`src/rtl/mrsc_params.svh`:
```
// constants for the reset source controller: timing, register indices, reset values and masks
`ifndef MRSC_PARAMS_SVH
`define MRSC_PARAMS_SVH

// system clock period and start-up delay after a reset is released
`define MRSC_CLK_PERIOD_NS 4
`define MRSC_RSTD_NS 1000

// bus geometry: byte address is index times four
`define MRSC_ADDR_W 8
`define MRSC_NREG 22
`define MRSC_CNT_W 16

// registers from this index up keep their content over every reset but power-on
`define MRSC_FIRST_KEEP 13

// register indices
`define MRSC_IDX_STATUS 0
`define MRSC_IDX_WDT_SETUP 1
`define MRSC_IDX_IRQ_MAIN 2
`define MRSC_IDX_IRQ_UPPER 3
`define MRSC_IDX_T0_COUNT 4
`define MRSC_IDX_T0_CTRL 5
`define MRSC_IDX_T1_COUNT 6
`define MRSC_IDX_T1_CTRL 7
`define MRSC_IDX_PA_LATCH 8
`define MRSC_IDX_PA_DIR 9
`define MRSC_IDX_PB_LATCH 10
`define MRSC_IDX_PB_DIR 11
`define MRSC_IDX_MOD_CTRL 12
`define MRSC_IDX_ACC 13
`define MRSC_IDX_TBL_PTR 14
`define MRSC_IDX_TBL_HIGH 15
`define MRSC_IDX_MEM_PTR 16
`define MRSC_IDX_CONV_LOW 17
`define MRSC_IDX_CONV_HIGH 18
`define MRSC_IDX_DUTY_LOW 19
`define MRSC_IDX_DUTY_HIGH 20
`define MRSC_IDX_VOLUME 21

// status bit positions
`define MRSC_ST_WDT_BIT 0
`define MRSC_ST_SLEEP_BIT 1

// reset values
`define MRSC_INIT_WDT_SETUP 8'h07
`define MRSC_INIT_IRQ 8'h00
`define MRSC_INIT_T_COUNT 8'h00
`define MRSC_INIT_T_CTRL 8'h40
`define MRSC_INIT_PORT_A 8'hFF
`define MRSC_INIT_PORT_B 8'h0F
`define MRSC_INIT_MOD_CTRL 8'h00
`define MRSC_INIT_UNDEF 8'h00

// implemented-bit masks; unimplemented bits read as zero
`define MRSC_MASK_FULL 8'hFF
`define MRSC_MASK_IRQ_MAIN 8'h7F
`define MRSC_MASK_NIBBLE 8'h0F
`define MRSC_MASK_MOD_CTRL 8'h1F
`define MRSC_MASK_MEM_PTR 8'h7F
`define MRSC_MASK_VOLUME 8'hF7

`endif

```
`src/rtl/mrsc_pkg.sv`:
```
// types shared by the reset source controller files
package mrsc_pkg;
  `include "mrsc_params.svh"

  typedef logic [7:0] mrsc_byte_t;

  // apb request from the master
  typedef struct packed {
    logic psel;
    logic penable;
    logic pwrite;
    logic [`MRSC_ADDR_W-1:0] paddr;
    logic [31:0] pwdata;
    logic [3:0] pstrb;
  } mrsc_apb_req_s;

  // apb answer to the master
  typedef struct packed {
    logic pready;
    logic pslverr;
    logic [31:0] prdata;
  } mrsc_apb_rsp_s;

  // controls toward the core
  typedef struct packed {
    logic pc_clear;
    logic sp_top;
    logic sp_clear;
    logic wdt_clear;
    logic prescaler_clear;
    logic cpu_run;
    logic sleeping;
  } mrsc_ctl_s;

  typedef enum logic [1:0] {ST_HOLD, ST_START, ST_RUN, ST_SLEEP} mrsc_state_e;
endpackage : mrsc_pkg

```
`src/rtl/mrsc_reg_cell.sv`:
```
// one byte register with power-on value, reset reload and bus write
`timescale 1ns/1ps
module mrsc_reg_cell #(
  parameter logic [7:0] INIT = 8'h00,
  parameter logic [7:0] MASK = 8'hFF,
  parameter bit SOFT = 1'b1
) (
  input wire logic sys_clk_i,
  input wire logic rst_i,
  input wire logic soft_load_i,
  input wire logic wr_en_i,
  input wire mrsc_pkg::mrsc_byte_t wr_data_i,
  output mrsc_pkg::mrsc_byte_t value_o
);
  import mrsc_pkg::*;

  mrsc_byte_t value_q;

  // reset reload beats a write in the same cycle, so a held reset cannot be undone by software
  always_ff @(posedge sys_clk_i or posedge rst_i) begin
    if (rst_i) begin
      value_q <= INIT;
    end else if (soft_load_i && SOFT) begin
      value_q <= INIT;
    end else if (wr_en_i) begin
      value_q <= wr_data_i & MASK;
    end
  end

  assign value_o = value_q;
endmodule : mrsc_reg_cell

```
`src/rtl/mrsc_top.sv`:
```
// reset source controller: reset classification, cause flags, register defaults, apb slave
// Operation
// pin pulled low while running clears program counter, restarts at zero after release
// watchdog expiry while running acts like pin reset plus watchdog flag set
// watchdog expiry in sleep clears only program counter, stack pointer, sets flag
// status register holds watchdog and sleep flags for software to read
// power-on reset clears both cause flags
// pin or low-supply reset while running keeps both cause flags
// watchdog reset while running sets watchdog flag, keeps sleep flag
// watchdog reset from sleep leaves both flags at one
// power-on reset leaves every interrupt enable off
// power-on reset clears the watchdog counter, which then counts at once
// power-on reset stops timers and clears the timer prescaler
// power-on, pin, running watchdog reset set port latches and directions all ones
// power-on reset points stack pointer at top of return stack
// watchdog setup loads 07 on every reset except watchdog from sleep
// timer counts load 00, controls 40 except on watchdog from sleep
// data registers undefined at power-on, kept by every other reset
// halt sets sleep flag and clears watchdog flag
// power-up and clear-watchdog instruction clear the sleep flag
// after pin release wait a start-up delay before running
// reset pin is synchronised to the system clock before use
`timescale 1ns/1ps
`include "mrsc_params.svh"
module mrsc_top #(
  parameter int unsigned START_CYCLES =
    (`MRSC_RSTD_NS + `MRSC_CLK_PERIOD_NS - 1) / `MRSC_CLK_PERIOD_NS
) (
  input wire logic sys_clk_i,
  input wire logic rst_i,
  input wire logic external_clear_pin_n_i,
  input wire logic low_supply_clear_i,
  input wire logic wdt_expired_i,
  input wire logic halt_exec_i,
  input wire logic clr_wdt_exec_i,
  input wire mrsc_pkg::mrsc_apb_req_s apb_req_i,
  output mrsc_pkg::mrsc_apb_rsp_s apb_rsp_o,
  output mrsc_pkg::mrsc_ctl_s ctl_o,
  output mrsc_pkg::mrsc_byte_t [`MRSC_NREG-1:0] reg_values_o
);
  import mrsc_pkg::*;

  localparam int NREG = `MRSC_NREG;
  localparam int CNT_W = `MRSC_CNT_W;

  // power-on values, index order
  localparam mrsc_byte_t INIT_TAB [NREG] = '{
    8'h00, `MRSC_INIT_WDT_SETUP, `MRSC_INIT_IRQ, `MRSC_INIT_IRQ,
    `MRSC_INIT_T_COUNT, `MRSC_INIT_T_CTRL, `MRSC_INIT_T_COUNT, `MRSC_INIT_T_CTRL,
    `MRSC_INIT_PORT_A, `MRSC_INIT_PORT_A, `MRSC_INIT_PORT_B, `MRSC_INIT_PORT_B,
    `MRSC_INIT_MOD_CTRL, `MRSC_INIT_UNDEF, `MRSC_INIT_UNDEF, `MRSC_INIT_UNDEF,
    `MRSC_INIT_UNDEF, `MRSC_INIT_UNDEF, `MRSC_INIT_UNDEF, `MRSC_INIT_UNDEF,
    `MRSC_INIT_UNDEF, `MRSC_INIT_UNDEF
  };

  // implemented bits, index order
  localparam mrsc_byte_t MASK_TAB [NREG] = '{
    8'h00, `MRSC_MASK_FULL, `MRSC_MASK_IRQ_MAIN, `MRSC_MASK_NIBBLE,
    `MRSC_MASK_FULL, `MRSC_MASK_FULL, `MRSC_MASK_FULL, `MRSC_MASK_FULL,
    `MRSC_MASK_FULL, `MRSC_MASK_FULL, `MRSC_MASK_NIBBLE, `MRSC_MASK_NIBBLE,
    `MRSC_MASK_MOD_CTRL, `MRSC_MASK_FULL, `MRSC_MASK_FULL, `MRSC_MASK_FULL,
    `MRSC_MASK_MEM_PTR, `MRSC_MASK_NIBBLE, `MRSC_MASK_FULL, `MRSC_MASK_NIBBLE,
    `MRSC_MASK_FULL, `MRSC_MASK_VOLUME
  };

  logic pin_s1_q;
  logic pin_s2_q;
  logic lvr_s1_q;
  logic lvr_s2_q;
  mrsc_state_e state_q;
  mrsc_state_e state_d;
  logic [CNT_W-1:0] cnt_q;
  logic [CNT_W-1:0] cnt_d;
  logic wdt_flag_q;
  logic wdt_flag_d;
  logic sleep_flag_q;
  logic sleep_flag_d;
  logic por_q;
  logic wake_q;
  logic first_q;
  logic [31:0] prdata_q;
  logic err_q;
  logic [CNT_W-1:0] start_len_q;
  wire mrsc_byte_t [NREG-1:0] regs_w;

  // two-stage synchronisers; the pin resets to "held low" so nothing runs before it is seen high
  always_ff @(posedge sys_clk_i or posedge rst_i) begin
    if (rst_i) begin
      pin_s1_q <= 1'b0;
      pin_s2_q <= 1'b0;
      lvr_s1_q <= 1'b0;
      lvr_s2_q <= 1'b0;
    end else begin
      pin_s1_q <= external_clear_pin_n_i;
      pin_s2_q <= pin_s1_q;
      lvr_s1_q <= low_supply_clear_i;
      lvr_s2_q <= lvr_s1_q;
    end
  end

  // reset event classification from the synchronised levels and the core pulses
  wire pin_low_w = ~pin_s2_q;
  wire hold_req_w = pin_low_w | lvr_s2_q;
  wire in_run_w = (state_q == ST_RUN);
  wire in_sleep_w = (state_q == ST_SLEEP);
  wire wdt_run_w = in_run_w & wdt_expired_i & ~hold_req_w;
  wire wdt_sleep_w = in_sleep_w & wdt_expired_i & ~hold_req_w;
  wire halt_w = in_run_w & halt_exec_i & ~wdt_expired_i & ~hold_req_w;
  // a clear-watchdog in the cycle of an expiry is dropped, so the expiry keeps the sleep flag
  wire clrwdt_w = in_run_w & clr_wdt_exec_i & ~wdt_expired_i & ~hold_req_w;
  wire start_done_w = (cnt_q == CNT_W'(START_CYCLES - 1));

  // registers reload while the pin or low supply is held and on a running watchdog expiry;
  // a watchdog expiry in sleep does not reload them
  wire soft_load_w = hold_req_w | (state_q == ST_HOLD) | wdt_run_w;

  // sequencer: hold while asserted, count the start-up delay, then run
  always_comb begin
    state_d = state_q;
    cnt_d = cnt_q;
    case (state_q)
      ST_HOLD: begin
        if (!hold_req_w) begin
          state_d = ST_START;
          cnt_d = '0;
        end
      end
      ST_START: begin
        if (hold_req_w) begin
          state_d = ST_HOLD;
        end else if (start_done_w) begin
          state_d = ST_RUN;
        end else begin
          cnt_d = cnt_q + CNT_W'(1);
        end
      end
      ST_RUN: begin
        if (hold_req_w) begin
          state_d = ST_HOLD;
        end else if (wdt_run_w) begin
          state_d = ST_START;
          cnt_d = '0;
        end else if (halt_w) begin
          state_d = ST_SLEEP;
        end
      end
      ST_SLEEP: begin
        if (hold_req_w) begin
          state_d = ST_HOLD;
        end else if (wdt_sleep_w) begin
          state_d = ST_START;
          cnt_d = '0;
        end
      end
      default: begin
        state_d = ST_HOLD;
        cnt_d = '0;
      end
    endcase
  end

  // cause flags: a watchdog set is applied last so it wins over the halt clear
  always_comb begin
    wdt_flag_d = wdt_flag_q;
    sleep_flag_d = sleep_flag_q;
    if (clrwdt_w) begin
      sleep_flag_d = 1'b0;
    end
    if (halt_w) begin
      wdt_flag_d = 1'b0;
      sleep_flag_d = 1'b1;
    end
    if (wdt_run_w || wdt_sleep_w) begin
      wdt_flag_d = 1'b1;
    end
  end

  // state, counter and flags
  always_ff @(posedge sys_clk_i or posedge rst_i) begin
    if (rst_i) begin
      state_q <= ST_HOLD;
      cnt_q <= '0;
      wdt_flag_q <= 1'b0;
      sleep_flag_q <= 1'b0;
    end else begin
      state_q <= state_d;
      cnt_q <= cnt_d;
      wdt_flag_q <= wdt_flag_d;
      sleep_flag_q <= sleep_flag_d;
    end
  end

  // power-on marker lasts until the first run; wake marker until the wake-up finishes
  always_ff @(posedge sys_clk_i or posedge rst_i) begin
    if (rst_i) begin
      por_q <= 1'b1;
      wake_q <= 1'b0;
      first_q <= 1'b1;
    end else begin
      por_q <= por_q & (state_d != ST_RUN);
      wake_q <= wdt_sleep_w | (wake_q & (state_d != ST_RUN) & ~hold_req_w);
      first_q <= 1'b0;
    end
  end

  // core controls: pc held at zero through hold and start-up
  assign ctl_o.pc_clear = (state_q == ST_HOLD) | (state_q == ST_START);
  assign ctl_o.sp_top = por_q;
  assign ctl_o.sp_clear = wake_q;
  assign ctl_o.wdt_clear = first_q | halt_w;
  assign ctl_o.prescaler_clear = first_q;
  assign ctl_o.cpu_run = in_run_w;
  assign ctl_o.sleeping = in_sleep_w;

  // apb decode; one aligned word per register, unmapped or misaligned answers with an error
  wire setup_w = apb_req_i.psel & ~apb_req_i.penable;
  wire access_w = apb_req_i.psel & apb_req_i.penable;
  wire [5:0] idx_w = apb_req_i.paddr[7:2];
  wire hit_w = (apb_req_i.paddr[1:0] == 2'h0) && (idx_w < 6'(NREG));
  wire wr_w = access_w & apb_req_i.pwrite & hit_w & apb_req_i.pstrb[0];
  wire mrsc_byte_t wdata_w = apb_req_i.pwdata[7:0];
  wire mrsc_byte_t rd_byte_w = hit_w ? regs_w[idx_w[4:0]] : 8'h00;

  // status word: flags only, other bits zero; writes to it are ignored
  assign regs_w[`MRSC_IDX_STATUS] = {6'h00, sleep_flag_q, wdt_flag_q};

  // register bank; data registers from the keep index up survive every non power-on reset
  for (genvar i = 1; i < NREG; i++) begin : g_reg
    mrsc_reg_cell #(
      .INIT(INIT_TAB[i]),
      .MASK(MASK_TAB[i]),
      .SOFT(i < `MRSC_FIRST_KEEP)
    ) u_cell (
      .sys_clk_i(sys_clk_i),
      .rst_i(rst_i),
      .soft_load_i(soft_load_w),
      .wr_en_i(wr_w && (idx_w == 6'(i))),
      .wr_data_i(wdata_w),
      .value_o(regs_w[i])
    );
  end

  // read data captured in the setup cycle so prdata leaves a flop; zero wait states
  always_ff @(posedge sys_clk_i or posedge rst_i) begin
    if (rst_i) begin
      prdata_q <= 32'h0000_0000;
      err_q <= 1'b0;
    end else if (setup_w) begin
      prdata_q <= {24'h00_0000, rd_byte_w};
      err_q <= ~hit_w;
    end
  end

  assign apb_rsp_o.pready = access_w;
  assign apb_rsp_o.pslverr = access_w & err_q;
  assign apb_rsp_o.prdata = prdata_q;
  assign reg_values_o = regs_w;

  // helper: length of the current start-up phase
  always_ff @(posedge sys_clk_i or posedge rst_i) begin
    if (rst_i) begin
      start_len_q <= '0;
    end else if (state_q == ST_START) begin
      start_len_q <= start_len_q + CNT_W'(1);
    end else begin
      start_len_q <= '0;
    end
  end
endmodule : mrsc_top
```
`config.mk`:
```
export PLATFORM = sky130hd
export DESIGN_NAME = mrsc_top
export DESIGN_NICKNAME = d
export VERILOG_FILES = /design/src/rtl/mrsc_pkg.sv /design/src/rtl/mrsc_reg_cell.sv /design/src/rtl/mrsc_top.sv
export VERILOG_INCLUDE_DIRS = /design/src /design/src/rtl
export SDC_FILE = /design/constraint.sdc
export NUM_CORES = 1
export LEC_CHECK = 0
export ABC_CLOCK_PERIOD_IN_PS = 6400
export BUFFER_PORTS_ARGS = -buffer_cell sky130_fd_sc_hd__buf_2
export CAP_MARGIN = 10
export CORE_MARGIN = 1.5
export CORE_UTILIZATION = 51
export DETAILED_ROUTE_END_ITERATION = 8
export PLACE_DENSITY = 0.78
export SLEW_MARGIN = 15
export SYNTH_ARGS = -nofsm -noshare
export SYNTH_HDL_FRONTEND = slang
export SYNTH_SLANG_ARGS = --single-unit
```
`constraint.sdc`:
```
create_clock -name sys_clk_i -period 6.4 [get_ports sys_clk_i]
set_clock_uncertainty 0.05 [all_clocks]
set_input_delay 0.64 -clock sys_clk_i [delete_from_list [all_inputs] [get_ports sys_clk_i]]
set_output_delay 0.64 -clock sys_clk_i [all_outputs]
set_load 0.01 [all_outputs]
```
=== After elaboration in Yosys (flattened, before gate mapping) ===
Cells that the tools add are included.

* Input port bits: 54
* Output and inout bits: 217
* Logic and storage cells: 188
* Bits in registers: 194

* $add $sub $neg: 1
* Equal/unequal tests: 33
* Multiplexer cells: 48
* Order comparisons: 2
* Bitwise operators: 30
* Reduce and logical (&&, ||, !) cells: 40

{| class="wikitable"
|+ Operators by type and width
! operator !! number
|-
| 8-bit two-way mux || 26
|-
| 16-bit two-way mux || 7
|-
| 16-bit one-hot mux with 4 select lines || 1
|-
| 6-bit by 4-bit == test with 1-bit output (second input constant) || 8
|-
| 8-bit binary-select mux with 5-bit select || 1
|-
| 6-bit by 5-bit == test with 1-bit output (second input constant) || 6
|-
| 2-bit nonzero test || 14
|-
| 6-bit by 3-bit == test with 1-bit output (second input constant) || 4
|-
| 1-bit logical AND || 22
|-
| 1-bit AND || 19
|-
| 16-bit by 1-bit adder with 16-bit output (second input constant) || 1
|-
| 16-bit by 8-bit == test with 1-bit output (second input constant) || 1
|-
| 2-bit two-way mux || 8
|-
| 6-bit by 2-bit == test with 1-bit output (second input constant) || 2
|-
| 2-bit inequality test (second input constant) || 6
|-
| 2-bit one-hot mux with 4 select lines || 1
|-
| 7-bit AND reduction || 1
|-
| 6-bit by 1-bit == test with 1-bit output (second input constant) || 1
|-
| 5-bit by 6-bit < comparator with 1-bit output (second input constant) || 1
|-
| 6-bit by 5-bit < comparator with 1-bit output (second input constant) || 1
|-
| 1-bit bitwise OR || 6
|-
| 1-bit inverter || 5
|-
| 2-bit == test (second input constant) || 2
|-
| 2-bit logical NOT || 2
|-
| other kinds (4) || 8
|}

=== Logic depth before layout (Yosys ltp) ===
Gate-level depths: netlist of run 1.

* Word-level depth: 12
* Depth in mapped cells: 8
* Gate-level depth less buffers: 7

=== Cells and area by module ===
A second synthesis of run 1 with hierarchy kept.

* Cell total of the unflattened synthesis: 847
* Area, all modules: 9850.7 um^2

{| class="wikitable"
|+ Modules (own cells, without submodules)
! module !! times used !! sequential area each (um^2) !! cells each !! area an instance (um^2)
|-
| mrsc_top || 1 || 903.4 || 403 || 3678.5
|-
| mrsc_reg_cell at g_reg[13].u_cell ... || 5 || 200.2 || 18 || 335.3
|-
| mrsc_reg_cell at g_reg[8].u_cell ... || 2 || 210.2 || 27 || 356.6
|-
| mrsc_reg_cell at g_reg[5].u_cell ... || 2 || 201.4 || 27 || 334.1
|-
| mrsc_reg_cell at g_reg[4].u_cell ... || 2 || 200.2 || 27 || 329.1
|-
| mrsc_reg_cell at g_reg[16].u_cell ... || 2 || 175.2 || 18 || 306.5
|-
| mrsc_reg_cell at g_reg[10].u_cell ... || 2 || 105.1 || 18 || 202.7
|-
| mrsc_reg_cell at g_reg[17].u_cell ... || 2 || 100.1 || 14 || 182.7
|-
| mrsc_reg_cell at g_reg[1].u_cell || 1 || 203.9 || 27 || 341.6
|-
| mrsc_reg_cell at g_reg[2].u_cell || 1 || 175.2 || 25 || 297.8
|-
| mrsc_reg_cell at g_reg[12].u_cell || 1 || 125.1 || 21 || 235.2
|-
| mrsc_reg_cell at g_reg[3].u_cell || 1 || 100.1 || 19 || 197.7
|}

=== Worst setup path before layout of run 1 ===
OpenSTA, ideal clock, no wires.

* Path kind: input to register
* From: in apb_req_i[42] (netlist name)
* To: reg g_reg[14].u_cell.value_q[4]
* Path buffers: 1
* Arrival: 2195 ps
* Library setup time: 125 ps
* Stages on the path: 5
* Setup slack: 4030 ps
* Required time: 6225 ps
* Cells stage by stage: buf_2 -> nor4_4 -> nand4_2 -> nor2_2 -> mux2_2

* Cells in the longest elaborated chain, start to end: 5
* Elaborated cells between the ends (all ways): 6
* Those cells by class: order compare: 1; eq/ne: 1; bitwise: 2; reduce/logical: 2

{| class="wikitable"
|+ Ends and longest elaborated chain
! what !! line !! text
|-
| start: declaration || mrsc_top.sv:36 || <nowiki>input wire mrsc_pkg::mrsc_apb_req_s apb_req_i,</nowiki>
|-
| 6-bit by 5-bit < comparator with 1-bit output || mrsc_top.sv:219 || <nowiki>wire hit_w = (apb_req_i.paddr[1:0] == 2'h0) && (idx_w < 6'(NREG));</nowiki>
|-
| 1-bit logical AND || mrsc_top.sv:219 ||
|-
| 1-bit AND (2 in a row) || mrsc_top.sv:220 || <nowiki>wire wr_w = access_w & apb_req_i.pwrite & hit_w & apb_req_i.pstrb[0];</nowiki>
|-
| 1-bit logical AND * || mrsc_top.sv:237 || <nowiki>.wr_en_i(wr_w && (idx_w == 6'(i))),</nowiki>
|-
| end signal: assignment || mrsc_reg_cell.sv:26 || <nowiki>value_q <= wr_data_i & MASK;</nowiki>
|-
| end: declaration || mrsc_reg_cell.sv:17 || <nowiki>mrsc_byte_t value_q;</nowiki>
|}

Every way passes the cells marked *; elsewhere a longest branch is shown, timed or not.
A chain may end at the register's enable or synchronous reset.

=== Worst setup path in the final report of run 1 ===
* From: in apb_req_i[38] (netlist name)
* To: reg g_reg[21].u_cell.value_q[5]

* Cells in the longest elaborated chain, start to end: 5
* Elaborated cells between the ends (all ways): 6
* Those cells by class: order compare: 1; eq/ne: 1; bitwise: 2; reduce/logical: 2

{| class="wikitable"
|+ Ends and longest elaborated chain
! what !! line
|-
| 6-bit by 5-bit < comparator with 1-bit output || mrsc_top.sv:219
|-
| 1-bit logical AND || mrsc_top.sv:219
|-
| 1-bit AND (2 in a row) || mrsc_top.sv:220
|-
| 1-bit logical AND * || mrsc_top.sv:237
|-
| end signal: assignment || mrsc_reg_cell.sv:26
|-
| end: declaration || mrsc_reg_cell.sv:17
|}

Marks and branches as above.

==> reports/summary.txt, run 1 <==
Hold Path Stages - 1
Sw Share - 24.94%
Routed wire per std cell - 20.82 um
Post-route design area - 10520 sq um
Final hold vios - 0
DRC Markers - 0
Cells after Synth - 833
DRT iter0 DRCs - 548
Clock share of power - 46.1%
Class of the worst hold path - in -> reg
Synth top area share - 40.37%
Hpwl dp - 17760 um
Initial antenna violation count - 0
Period utilisation layout - 45.38%
Largest net degree at the start of global routing - 105
H-Tree Depth - 4
Prevailing post-synth register cell - dfrtp_1
Outcome - completed
Core area - 17360 sq um
Most common cell after layout, fill and taps aside - buf_2
Top cells by area, synth - dfrtp_1, dfstp_2, mux2_2
Slew Viols, Final - 0
NetSw - 597.4 uW
Setup ws final - 3496 ps
CP Max Fanout - 34
Fin Hold WS - 259.2 ps
Routability cong. - 0.8903
Distinct cells, synth - 58
Max Clock Freq - 344.3 MHz
Crit-path cells - buf_2, buf_4, nor4bb_2, nand2b_1, mux2_2
Post-DP Area - 9897 sq um
Via density - 5.780
Buffers on Ports - 187
CTS max path bufs - 2
Synth Cell Area - 9112 sq um
Syn Area/Cell - 10.94 sq um
Most frequent cells in the layout - buf_2, dfrtp_1, nand2_1
Final core occ - 60.62%
GRT Total Usage - 28.01%
Root Buffer Master - clkbuf_16
Cell taking the most area after synthesis - dfrtp_1
Relative slew slack - 25.53%
Remaining antenna violation count - 0
Pre-CTS WS - 3082 ps
Post-CTS Setup Inserts - 0
Post-CTS resize count - 0
Layout cells sized above 1 - 36.28%
Reg-to-reg setup timing slack - 4260 ps
Part of the power in registers - 47.6%
CTS tree - yes
Critical Path AT - 3170 ps
Worst setup SP type - input pin
GRT overflow - 0
Vias in the first global route - 6693
Endpoint class of the critical path - flip-flop
P_int - 1798 uW
Worst r2r src - lvr_s2_q
Number of synthesized flops with an enable pin - 0
Routed wire length - 25400 um
TritonCTS Buffers - 17
Sink Count - 178
Fillers - 1405
N_diodes - 0
Reg clk slew, reported paths - 70 ps
Seq cells post-synth - 178
Worst path required time - 6670 ps
Hold endpoint - pin_s1_q
PwrDens - 227.6 nW/um^2
Async S/R FF share, synth - 100.0%
Global-route wire length before repair - 38820 um
Leakage power - 0.005156 uW
CP max-delay cell - nor4bb_2
Initial Util - 52.50%
RSZ-0062 raised after global routing - no
Clk_lat worst skew - 440 ps
DR vias - 7051
Pre-antenna DRT Iters - 5
Worst hold start - external_clear_pin_n_i
# nets final - 1038
Tmin final - 2904 ps
Final setup viols - 0
R2R cell count - 5
IO Pins - 271
FP Rows - 48
Reg2reg end - cnt_q[7]
Synth-to-Final Area Change - 15.46%
Max incr delay on CP - 1050 ps
Slew @ Worst Pin - 1101 ps
Die width - 136.7 um
Die Y - 136.7 um
Maximum vdd drop - 151.3 uV
Comb power frac - 6.4%
Final TNS setup - 0 ps
Hold buffer count at cts - 0
Synth warnings - 0
Die area - 18680 sq um
Seq/Total Area, Yosys - 49.31%
Kind of critical path - in -> reg
Max cap viols - 0
-- synthesized netlist by cell type, types with 2 or more instances --
cell	instances
a211oi_1	2
a21oi_1	41
a22oi_1	9
a32o_1	8
and2_1	6
and3_1	8
and3b_1	2
and4_1	4
buf_1	2
buf_2	15
buf_4	64
clkbuf_1	36
dfrtp_1	147
dfstp_2	31
ha_1	2
inv_1	5
mux2_2	68
mux2i_1	61
mux4_2	18
nand2_1	115
nand2b_1	14
nand3_1	34
nand4_1	2
nor2_1	51
nor2_2	2
nor2_4	3
nor2b_1	5
nor3_1	4
nor3_2	2
nor4_1	4
nor4_4	2
nor4b_2	2
o2111ai_1	3
o211ai_1	2
o21ai_0	22
o22ai_1	3
o2bb2ai_1	3
o31ai_1	2
or2_2	2
xnor2_1	2
xor2_1	8
-- power by group through the flow --
| stage | Sequential [uW] | Combinational [uW] | Clock [uW] |
|---|---|---|---|
| after global placement | 1160 | 149 | 0 |
| final | 1140 | 152 | 1100 |
| after floorplan | 1160 | 128 | 0 |
| after global routing | 1140 | 167 | 1160 |
| after CTS | 1140 | 151 | 1110 |
| after detailed placement | 1160 | 151 | 0 |
-- critical path: cells and delay by family --
kind,cells,cell delay [ps]
buffers and inverters,2,570
AND/OR/NAND/NOR,2,1530
multiplexers,1,400
-- worst max-delay path by stage --
stage	start	to	slack, ps	cells past startpoint
floorplan	rst_i	cnt_q[0]	930	1
global placement	apb_req_i[39]	prdata_q[4]	3130	7
detailed placement	apb_req_i[38]	g_reg[21].u_cell.value_o[5]	3080	5
CTS	apb_req_i[38]	g_reg[21].u_cell.value_o[5]	3530	5
global route	apb_req_i[38]	g_reg[21].u_cell.value_o[7]	3340	5
finish	apb_req_i[38]	g_reg[21].u_cell.value_o[5]	3500	5
-- area by class of cell --
| type | instances | area, sq um | share of cell area [%] |
|---|---|---|---|
| well taps | 225 | 281.5 | 2.676 |
| multi-input cells | 589 | 4138 | 39.33 |
| flip-flops and latches | 178 | 4493 | 42.70 |
| clock buffers | 17 | 425.4 | 4.043 |
| repair buffers | 191 | 965.9 | 9.181 |
| clock inverters | 15 | 193.9 | 1.843 |
| inverters | 5 | 23.77 | 0.2259 |
-- per-stage QoR --
stage          power [uW]  instances
6_report             2395       1220
3_3_place_gp         1308       1188
2_1_floorplan        1288        889
3_5_place_dp         1311       1188
5_1_grt              2471       1220
4_1_cts              2404       1220
-- cell families after synthesis --
kind of cell	count (synthesis)	share of synthesized area [%]
buffers and inverters	122	7.868
flip-flops	178	49.31
AND/OR/NAND/NOR	271	14.99
multiplexers	148	19.68
adder cells (fa/ha/maj)	2	0.2746
XOR/XNOR	10	0.9612
AO/OA/AOI/OAI	101	6.879
other	1	0.04115
-- metal layers --
| layer | share of wire, % | global-route usage, % | vias to the layer above |
|---|---|---|---|
| met1 | 41 | 38.80 | 3500 |
| met4 | 4.0 | 13.00 | 0 |
| met3 | 8.6 | 5.815 | 58 |
| li1 | - | - | 3109 |
| met2 | 46 | 42.35 | 384 |
| met5 | 0 | 0 | - |
-- registers in the layout, indices dropped and copies added, names as in the netlist --
signal	flops
prdata_q	8
lvr_s1_q	1
state_q	2
pin_s1_q	1
first_q	1
pin_s2_q	1
wake_q	1
cnt_q	16
err_q	1
sleep_flag_q	1
lvr_s2_q	1
wdt_flag_q	1
g.u_cell.value_o	142
por_q	1
Note: power is estimated with default switching activity, not from simulation.
==> run 2, diff against run 1 <==
--- a/config.mk
+++ b/config.mk
@@ -6,13 +6,13 @@
 export SDC_FILE = /design/constraint.sdc
 export NUM_CORES = 1
 export LEC_CHECK = 0
-export ABC_CLOCK_PERIOD_IN_PS = 6400
+export ABC_CLOCK_PERIOD_IN_PS = 2600
 export BUFFER_PORTS_ARGS = -buffer_cell sky130_fd_sc_hd__buf_2
 export CAP_MARGIN = 10
 export CORE_MARGIN = 1.5
-export CORE_UTILIZATION = 51
+export CORE_UTILIZATION = 47
 export DETAILED_ROUTE_END_ITERATION = 8
-export PLACE_DENSITY = 0.78
+export PLACE_DENSITY = 0.76
 export SLEW_MARGIN = 15
 export SYNTH_ARGS = -nofsm -noshare
 export SYNTH_HDL_FRONTEND = slang
==> constraint.sdc (replaced) <==
create_clock -name sys_clk_i -period 2.6 [get_ports sys_clk_i]
set_clock_uncertainty 0.05 [all_clocks]
set_input_delay 0.26 -clock sys_clk_i [delete_from_list [all_inputs] [get_ports sys_clk_i]]
set_output_delay 0.26 -clock sys_clk_i [all_outputs]
set_load 0.01 [all_outputs]
==> run 2 against run 1 <==
  * Final cell count grew 5.8%
  * Hold slack lost 200 ps
  * Global-route usage shrank 1.6 points
  * Count of clock-buffer cells in the layout grew 3
  * Register-to-register slack lost 3600 ps
  * Critical endpoint is now g_reg[2].u_cell.value_o[1]
==> reports/summary.txt, run 2 (synthesis results as in run 1) <==
Max incr delay on CP - 470 ps (-580 ps)
Routability cong. - 0.8797 (-1.2%)
Final TNS setup - 0 ps (unchanged)
Reg2reg end - prdata_q[0]
Kind of critical path - in -> reg
Maximum vdd drop - 473.5 uV (+210%)
R2R cell count - 4 (-1)
Slew @ Worst Pin - 675.0 ps (-426.3 ps)
Comb power frac - 6.8% (+0.4 points)
Worst setup SP type - input pin
Period utilisation layout - 76.18%
Most frequent cells in the layout - buf_2, dfrtp_1, nand2_1
Vias in the first global route - 6917 (+3.3%)
Max reg flops - 142 (unchanged)
N_diodes - 0 (unchanged)
Die area - 20230 sq um (+8.3%)
Max cap viols - 0 (unchanged)
CP max-delay cell - buf_2
CP Max Fanout - 20 (-41%)
Most common cell after layout, fill and taps aside - buf_2
Initial Util - 48.39% (-4.1 points)
Hold endpoint - sleep_flag_q
Worst r2r src - g_reg[7].u_cell.value_o[0]
CTS tree - yes
Remaining antenna violation count - 0 (unchanged)
P_int - 4596 uW (+160%)
Final hold vios - 0 (unchanged)
Initial antenna violation count - 0 (unchanged)
DR vias - 7175 (+1.8%)
Clock share of power - 46.3% (+0.2 points)
Routed wire length - 26340 um (+3.7%)
Synth-to-Final Area Change - 19.68%
Reg clk slew, reported paths - 60 ps (about the same)
Worst hold start - clr_wdt_exec_i
RSZ-0062 raised after global routing - no
Via density - 5.558 (-3.8%)
Tmin final - 1981 ps
Relative slew slack - 54.84% (+29 points)
Hold Path Stages - 4 (+3)
Buffers on Ports - 187 (unchanged)
# nets final - 1074 (+3.5%)
IO Pins - 271 (unchanged)
H-Tree Depth - 4 (unchanged)
Die width - 142.2 um (+4.1%)
Sink Count - 178 (unchanged)
Leakage power - 0.005348 uW (+3.7%)
NetSw - 1389 uW (+130%)
Global-route wire length before repair - 40270 um (+3.7%)
Pre-antenna DRT Iters - 5 (unchanged)
Root Buffer Master - clkbuf_16
Endpoint class of the critical path - flip-flop
Largest net degree at the start of global routing - 97 (-7.6%)
Final setup viols - 0 (unchanged)
DRC Markers - 0 (unchanged)
DRT iter0 DRCs - 592 (+8.0%)
Critical Path AT - 2270 ps (-900 ps)
Hpwl dp - 18670 um (+5.1%)
Core area - 18830 sq um (+8.5%)
PwrDens - 548.8 nW/um^2 (+140%)
Reg-to-reg setup timing slack - 650 ps (-3610 ps)
Outcome - completed
TritonCTS Buffers - 17 (unchanged)
Die Y - 142.2 um (+4.1%)
Crit-path cells - buf_2, nand2b_1, buf_4, nor2_1, and3_1, nand2_1, a21oi_1
Pre-CTS WS - 227.3 ps (-2855 ps)
Class of the worst hold path - in -> reg
GRT overflow - 0 (unchanged)
Worst path required time - 2890 ps (-3780 ps)
FP Rows - 50 (+4.2%)
CTS max path bufs - 2 (unchanged)
Setup ws final - 619.4 ps (-2876 ps)
Part of the power in registers - 46.9% (-0.7 points)
Clk_lat worst skew - 430 ps (about the same)
Routed wire per std cell - 20.40 um (-2.0%)
Sw Share - 23.21% (-1.7 points)
Post-CTS resize count - 0 (unchanged)
GRT Total Usage - 26.46% (-1.6 points)
Slew Viols, Final - 0 (unchanged)
Fillers - 1554 (+11%)
Layout cells sized above 1 - 38.02% (+1.7 points)
Max Clock Freq - 504.9 MHz
==> run 2: cell types whose count changed in the layout (fill, tap and decap cells not counted), moves of 2 or more <==
cell and change:
inv_6 -6, clkinvlp_4 +2, dlygate4sd3_1 +3, buf_4 +29
clkbuf_8 +3, inv_8 -2, buf_12 +4
==> run 2: routing by layer <==
layer	global-route usage, %	share of wire [%]	up-vias	routed length (um)
met3	6.359	9.1	50	2397
met2	40.82	46	386	12120
met1	36.24	42	3573	10930
li1	-	-	3166	-
met4	10.36	3.3	0	882
met5	0	0	-	0
==> run 2: timing repair <==
item,4_1_cts,5_1_grt
hold buffers,3,0
buffers inserted,0,0
endpoints found under the hold margin,61,0
==> run 2: power by group through the flow <==
stage	clock, uW	combinational (uW)	sequential [uW]
CTS	2800	404	2810
floorplan	0	315	2860
detailed placement	0	399	2860
global route	2920	443	2810
finish	2770	406	2810
global placement	0	395	2850
==> run 2: worst max-delay path by stage <==
stage	cells after the start	start	slack (ps)	to
2_1_floorplan	1	rst_i	30	cnt_q[0]
3_3_place_gp	6	apb_req_i[39]	290	prdata_q[4]
3_5_place_dp	8	apb_req_i[39]	230	prdata_q[6]
4_1_cts	5	lvr_s2_q	610	ctl_o[3]
5_1_grt	5	lvr_s2_q	480	ctl_o[3]
6_report	7	apb_req_i[39]	620	g_reg[2].u_cell.value_o[1]
==> run 2: final cells by class <==
type / count / area, sq um / area share (%)
Clock inverter: 12 / 177.7 / 1.629
Sequential cell: 178 / 4493 / 41.20
Timing Repair Buffer: 227 / 1294 / 11.86
Clock buffer: 20 / 466.7 / 4.279
Tap cell: 260 / 325.3 / 2.983
Multi-Input combinational cell: 589 / 4126 / 37.84
Inverter: 5 / 22.52 / 0.2065
==> run 2: critical path, delay by kind of cell <==
family | cells | cell delay, ps
buf+inv | 2 | 670
simple gates | 4 | 1140
compound gates | 1 | 180
==> run 2: stage by stage <==
stage                     hold slack, ps  cell area [sq um]  cells  total power (uW)  util [%]
after floorplan                    241.4               9326    889              3171         -
after global placement             286.2              10230   1256              3250     54.33
after detailed placement           290.4              10230   1256              3255     54.33
after CTS                          49.05              10910   1291              6012     57.91
after global routing               65.89              10910   1291              6171     57.91
final                              59.76              10910   1291              5985     57.91
==> run 3, diff against run 2 <==
--- a/config.mk
+++ b/config.mk
@@ -6,13 +6,14 @@
 export SDC_FILE = /design/constraint.sdc
 export NUM_CORES = 1
 export LEC_CHECK = 0
-export ABC_CLOCK_PERIOD_IN_PS = 2600
+export ABC_AREA = 1
+export ABC_CLOCK_PERIOD_IN_PS = 2000
 export BUFFER_PORTS_ARGS = -buffer_cell sky130_fd_sc_hd__buf_2
 export CAP_MARGIN = 10
 export CORE_MARGIN = 1.5
-export CORE_UTILIZATION = 47
+export CORE_UTILIZATION = 51
 export DETAILED_ROUTE_END_ITERATION = 8
-export PLACE_DENSITY = 0.76
+export PLACE_DENSITY = 0.77
 export SLEW_MARGIN = 15
 export SYNTH_ARGS = -nofsm -noshare
 export SYNTH_HDL_FRONTEND = slang
==> constraint.sdc (replaced) <==
create_clock -name sys_clk_i -period 2 [get_ports sys_clk_i]
set_clock_uncertainty 0.05 [all_clocks]
set_input_delay 0.2 -clock sys_clk_i [delete_from_list [all_inputs] [get_ports sys_clk_i]]
set_output_delay 0.2 -clock sys_clk_i [all_outputs]
set_load 0.01 [all_outputs]
==> run 3 against run 2 <==
  * Critical path depth up 1
  * Setup slack worse by 510 ps
  * Register-to-register slack worse by 540 ps
  * Area after synthesis up 5.9%
  * Global-route usage up 5.2 points
  * Die area down 2.3%
  * Clock power up 28%
  * Largest cell class unchanged
==> reports/summary.txt, run 3 <==
Cell taking the most area after synthesis - dfrtp_1
Worst path required time - 2310 ps (-580 ps)
GRT overflow - 0 (unchanged)
Root Buffer Master - clkbuf_16
Synth-to-Final Area Change - 21.46%
Top cells by area, synth - dfrtp_1, nand2_1, dfstp_2
Worst hold start - wdt_expired_i
Buffers on Ports - 187 (unchanged)
Pre-CTS WS - 163.3 ps (-63.94 ps)
Final hold vios - 0 (unchanged)
Placed cell count - 1709 (+36%)
Number of synthesized flops with an enable pin - 0 (unchanged)
Sink Count - 178 (unchanged)
DRC Markers - 0 (unchanged)
Final TNS setup - 0 ps (unchanged)
Routed wire per std cell - 17.80 um (-13%)
PwrDens - 688.4 nW/um^2 (+25%)
Prevailing post-synth register cell - dfrtp_1
Kind of critical path - reg -> reg
Period utilisation layout - 94.46%
Most common cell after layout, fill and taps aside - nand2_1
Critical Path AT - 2200 ps (-70 ps)
Clk_lat worst skew - 440 ps (about the same)
DR vias - 9608 (+34%)
IO Pins - 271 (unchanged)
Max Clock Freq - 529.3 MHz
Synth top area share - 38.10% (-2.3 points)
Final setup viols - 0 (unchanged)
Class of the worst hold path - in -> reg
Maximum vdd drop - 637.4 uV (+35%)
Die Y - 140.6 um (-1.2%)
Initial antenna violation count - 0 (unchanged)
Hold Path Stages - 3 (-1)
Top-count cell post-synth - nand2_1
Synth warnings - 0 (unchanged)
Remaining antenna violation count - 0 (unchanged)
H-Tree Depth - 4 (unchanged)
Cells after Synth - 1272 (+53%)
TritonCTS Buffers - 17 (unchanged)
Worst r2r src - state_q[1]
Leakage power - 0.006461 uW (+21%)
Layout cells sized above 1 - 23.91% (-14 points)
Outcome - completed
CP Max Fanout - 48 (+140%)
Slew Viols, Final - 0 (unchanged)
Async S/R FF share, synth - 100.0% (unchanged)
Die width - 140.6 um (-1.2%)
Pre-antenna DRT Iters - 5 (unchanged)
Final Instance Count excl. Fillers - 1752 (+36%)
Reg clk slew, reported paths - 70 ps (about the same)
FP Rows - 50 (unchanged)
Global-route wire length before repair - 47920 um (+19%)
Tmin final - 1889 ps
Routability cong. - 0.9649 (+9.7%)
Distinct cells, synth - 43 (-26%)
RSZ-0062 raised after global routing - no
Syn Area/Cell - 7.590 sq um (-31%)
GRT Total Usage - 31.66% (+5.2 points)
Initial Util - 51.79% (+3.4 points)
Endpoint class of the critical path - flip-flop
Die area - 19760 sq um (-2.3%)
R2R cell count - 8 (+4)
Routed wire length - 31180 um (+18%)
CTS max path bufs - 2 (unchanged)
Max reg flops - 142 (unchanged)
Worst setup SP type - flip-flop
Synth Cell Area - 9654 sq um (+5.9%)
Largest net degree at the start of global routing - 49 (-49%)
Final core occ - 62.90% (+5.0 points)
Most frequent cells in the layout - nand2_1, buf_2, dfrtp_1
Post-synth top cells - nand2_1, dfrtp_1, nand3_1
Reg-to-reg setup timing slack - 110 ps (-540 ps)
N_diodes - 0 (unchanged)
Max cap viols - 0 (unchanged)
Vias in the first global route - 8803 (+27%)
Relative slew slack - 54.14% (-0.69 points)
Setup ws final - 110.8 ps (-508.7 ps)
DRT iter0 DRCs - 828 (+40%)
Via density - 5.484 (-1.3%)
Slew @ Worst Pin - 686.4 ps (+11.45 ps)
Core area - 18640 sq um (-1.0%)
CTS tree - yes
Seq cells post-synth - 178 (unchanged)
Seq/Total Area, Yosys - 46.54% (-2.8 points)
# nets final - 1561 (+45%)
Reg2reg end - g_reg[9].u_cell.value_o[7]
Hold endpoint - wake_q
Hpwl dp - 22800 um (+22%)
[run 3: cell types whose count changed in the layout (fill, tap and decap cells not counted), moves of 9 or more]
cell      before  now
inv_1          4   54
nand4_1        2   16
o21ai_0       22   75
nor2_1        50   79
nand2_1      115  523
mux2i_1       61    0
mux4_2        18    0
mux2_2        68    0
o21ai_1        0   14
buf_4         33   54
a22oi_1        9    0
nand3_1       34  141
nand2b_1      14    0
a21oi_1       41   12
[run 3: cell families after synthesis]
family                     share of synthesized area [%]
and+or+nand+nor                                    36.96
adders and majority gates                         0.2592
buffers and inverters                              9.811
xor gates and xnor gates                          0.5443
DFF                                                46.54
other                                            0.03884
AOI/OAI and AO/OA                                  5.845
[run 3: layout make-up]
type,count,area (sq um)
Inverter,63,241.5
Clock inverter,13,157.7
Clock buffer,19,452.9
Multi-Input combinational cell,983,4437
Tap cell,234,292.8
Sequential cell,178,4493
Fill cell,1658,6917
Timing Repair Buffer,262,1652
[run 3: critical path, stage by stage (launching register included)]
cell     delay, ps
dfrtp_1        410
inv_1          120
o21ai_0        190
nand2_1        130
inv_2          210
buf_12         270
nand2_2        190
nand2_1        120
nand2_1         80
[run 3: routing by layer]
layer  track usage (%)  vias up  routed length [um]
met1             40.74     4531               12320
met4             15.30        0                1311
li1                  -     4438                   -
met3             8.492       95                3171
met2             49.90      544               14380
met5                 0        -                   0
[run 3: worst max path at each step]
stage	start	end	slack [ps]	cells past startpoint
6_report	state_q[1]	g_reg[9].u_cell.value_o[7]	110	8
5_1_grt	state_q[1]	g_reg[5].u_cell.value_o[6]	2	8
4_1_cts	state_q[1]	ctl_o[3]	90	6
3_5_place_dp	apb_req_i[39]	prdata_q[1]	160	13
3_3_place_gp	state_q[1]	g_reg[9].u_cell.value_o[1]	190	8
2_1_floorplan	rst_i	cnt_q[0]	-510	1
[run 3: timing repair]
action	in CTS	in global routing
gates resized for setup	0	3
hold endpoints to repair	32	0
setup buffers	0	0
endpoints found under the setup margin	0	6
hold buffers	11	0
[run 3: where the power goes]
group	internal (uW)	switching (uW)
Sequential	3680	53.0
Combinational	238	561
Clock	2030	1500
Total	5960	2120
[run 3: per-stage QoR]
| step | power, uW | area (sq um) | hold WS [ps] |
|---|---|---|---|
| after floorplan | 4319 | 9868 | 181.4 |
| after global placement | 4550 | 11000 | 260.9 |
| after detailed placement | 4563 | 11000 | 259.3 |
| after CTS | 8065 | 11720 | 1.495 |
| after global routing | 8318 | 11730 | 35.36 |
| final | 8072 | 11730 | 5.480 |
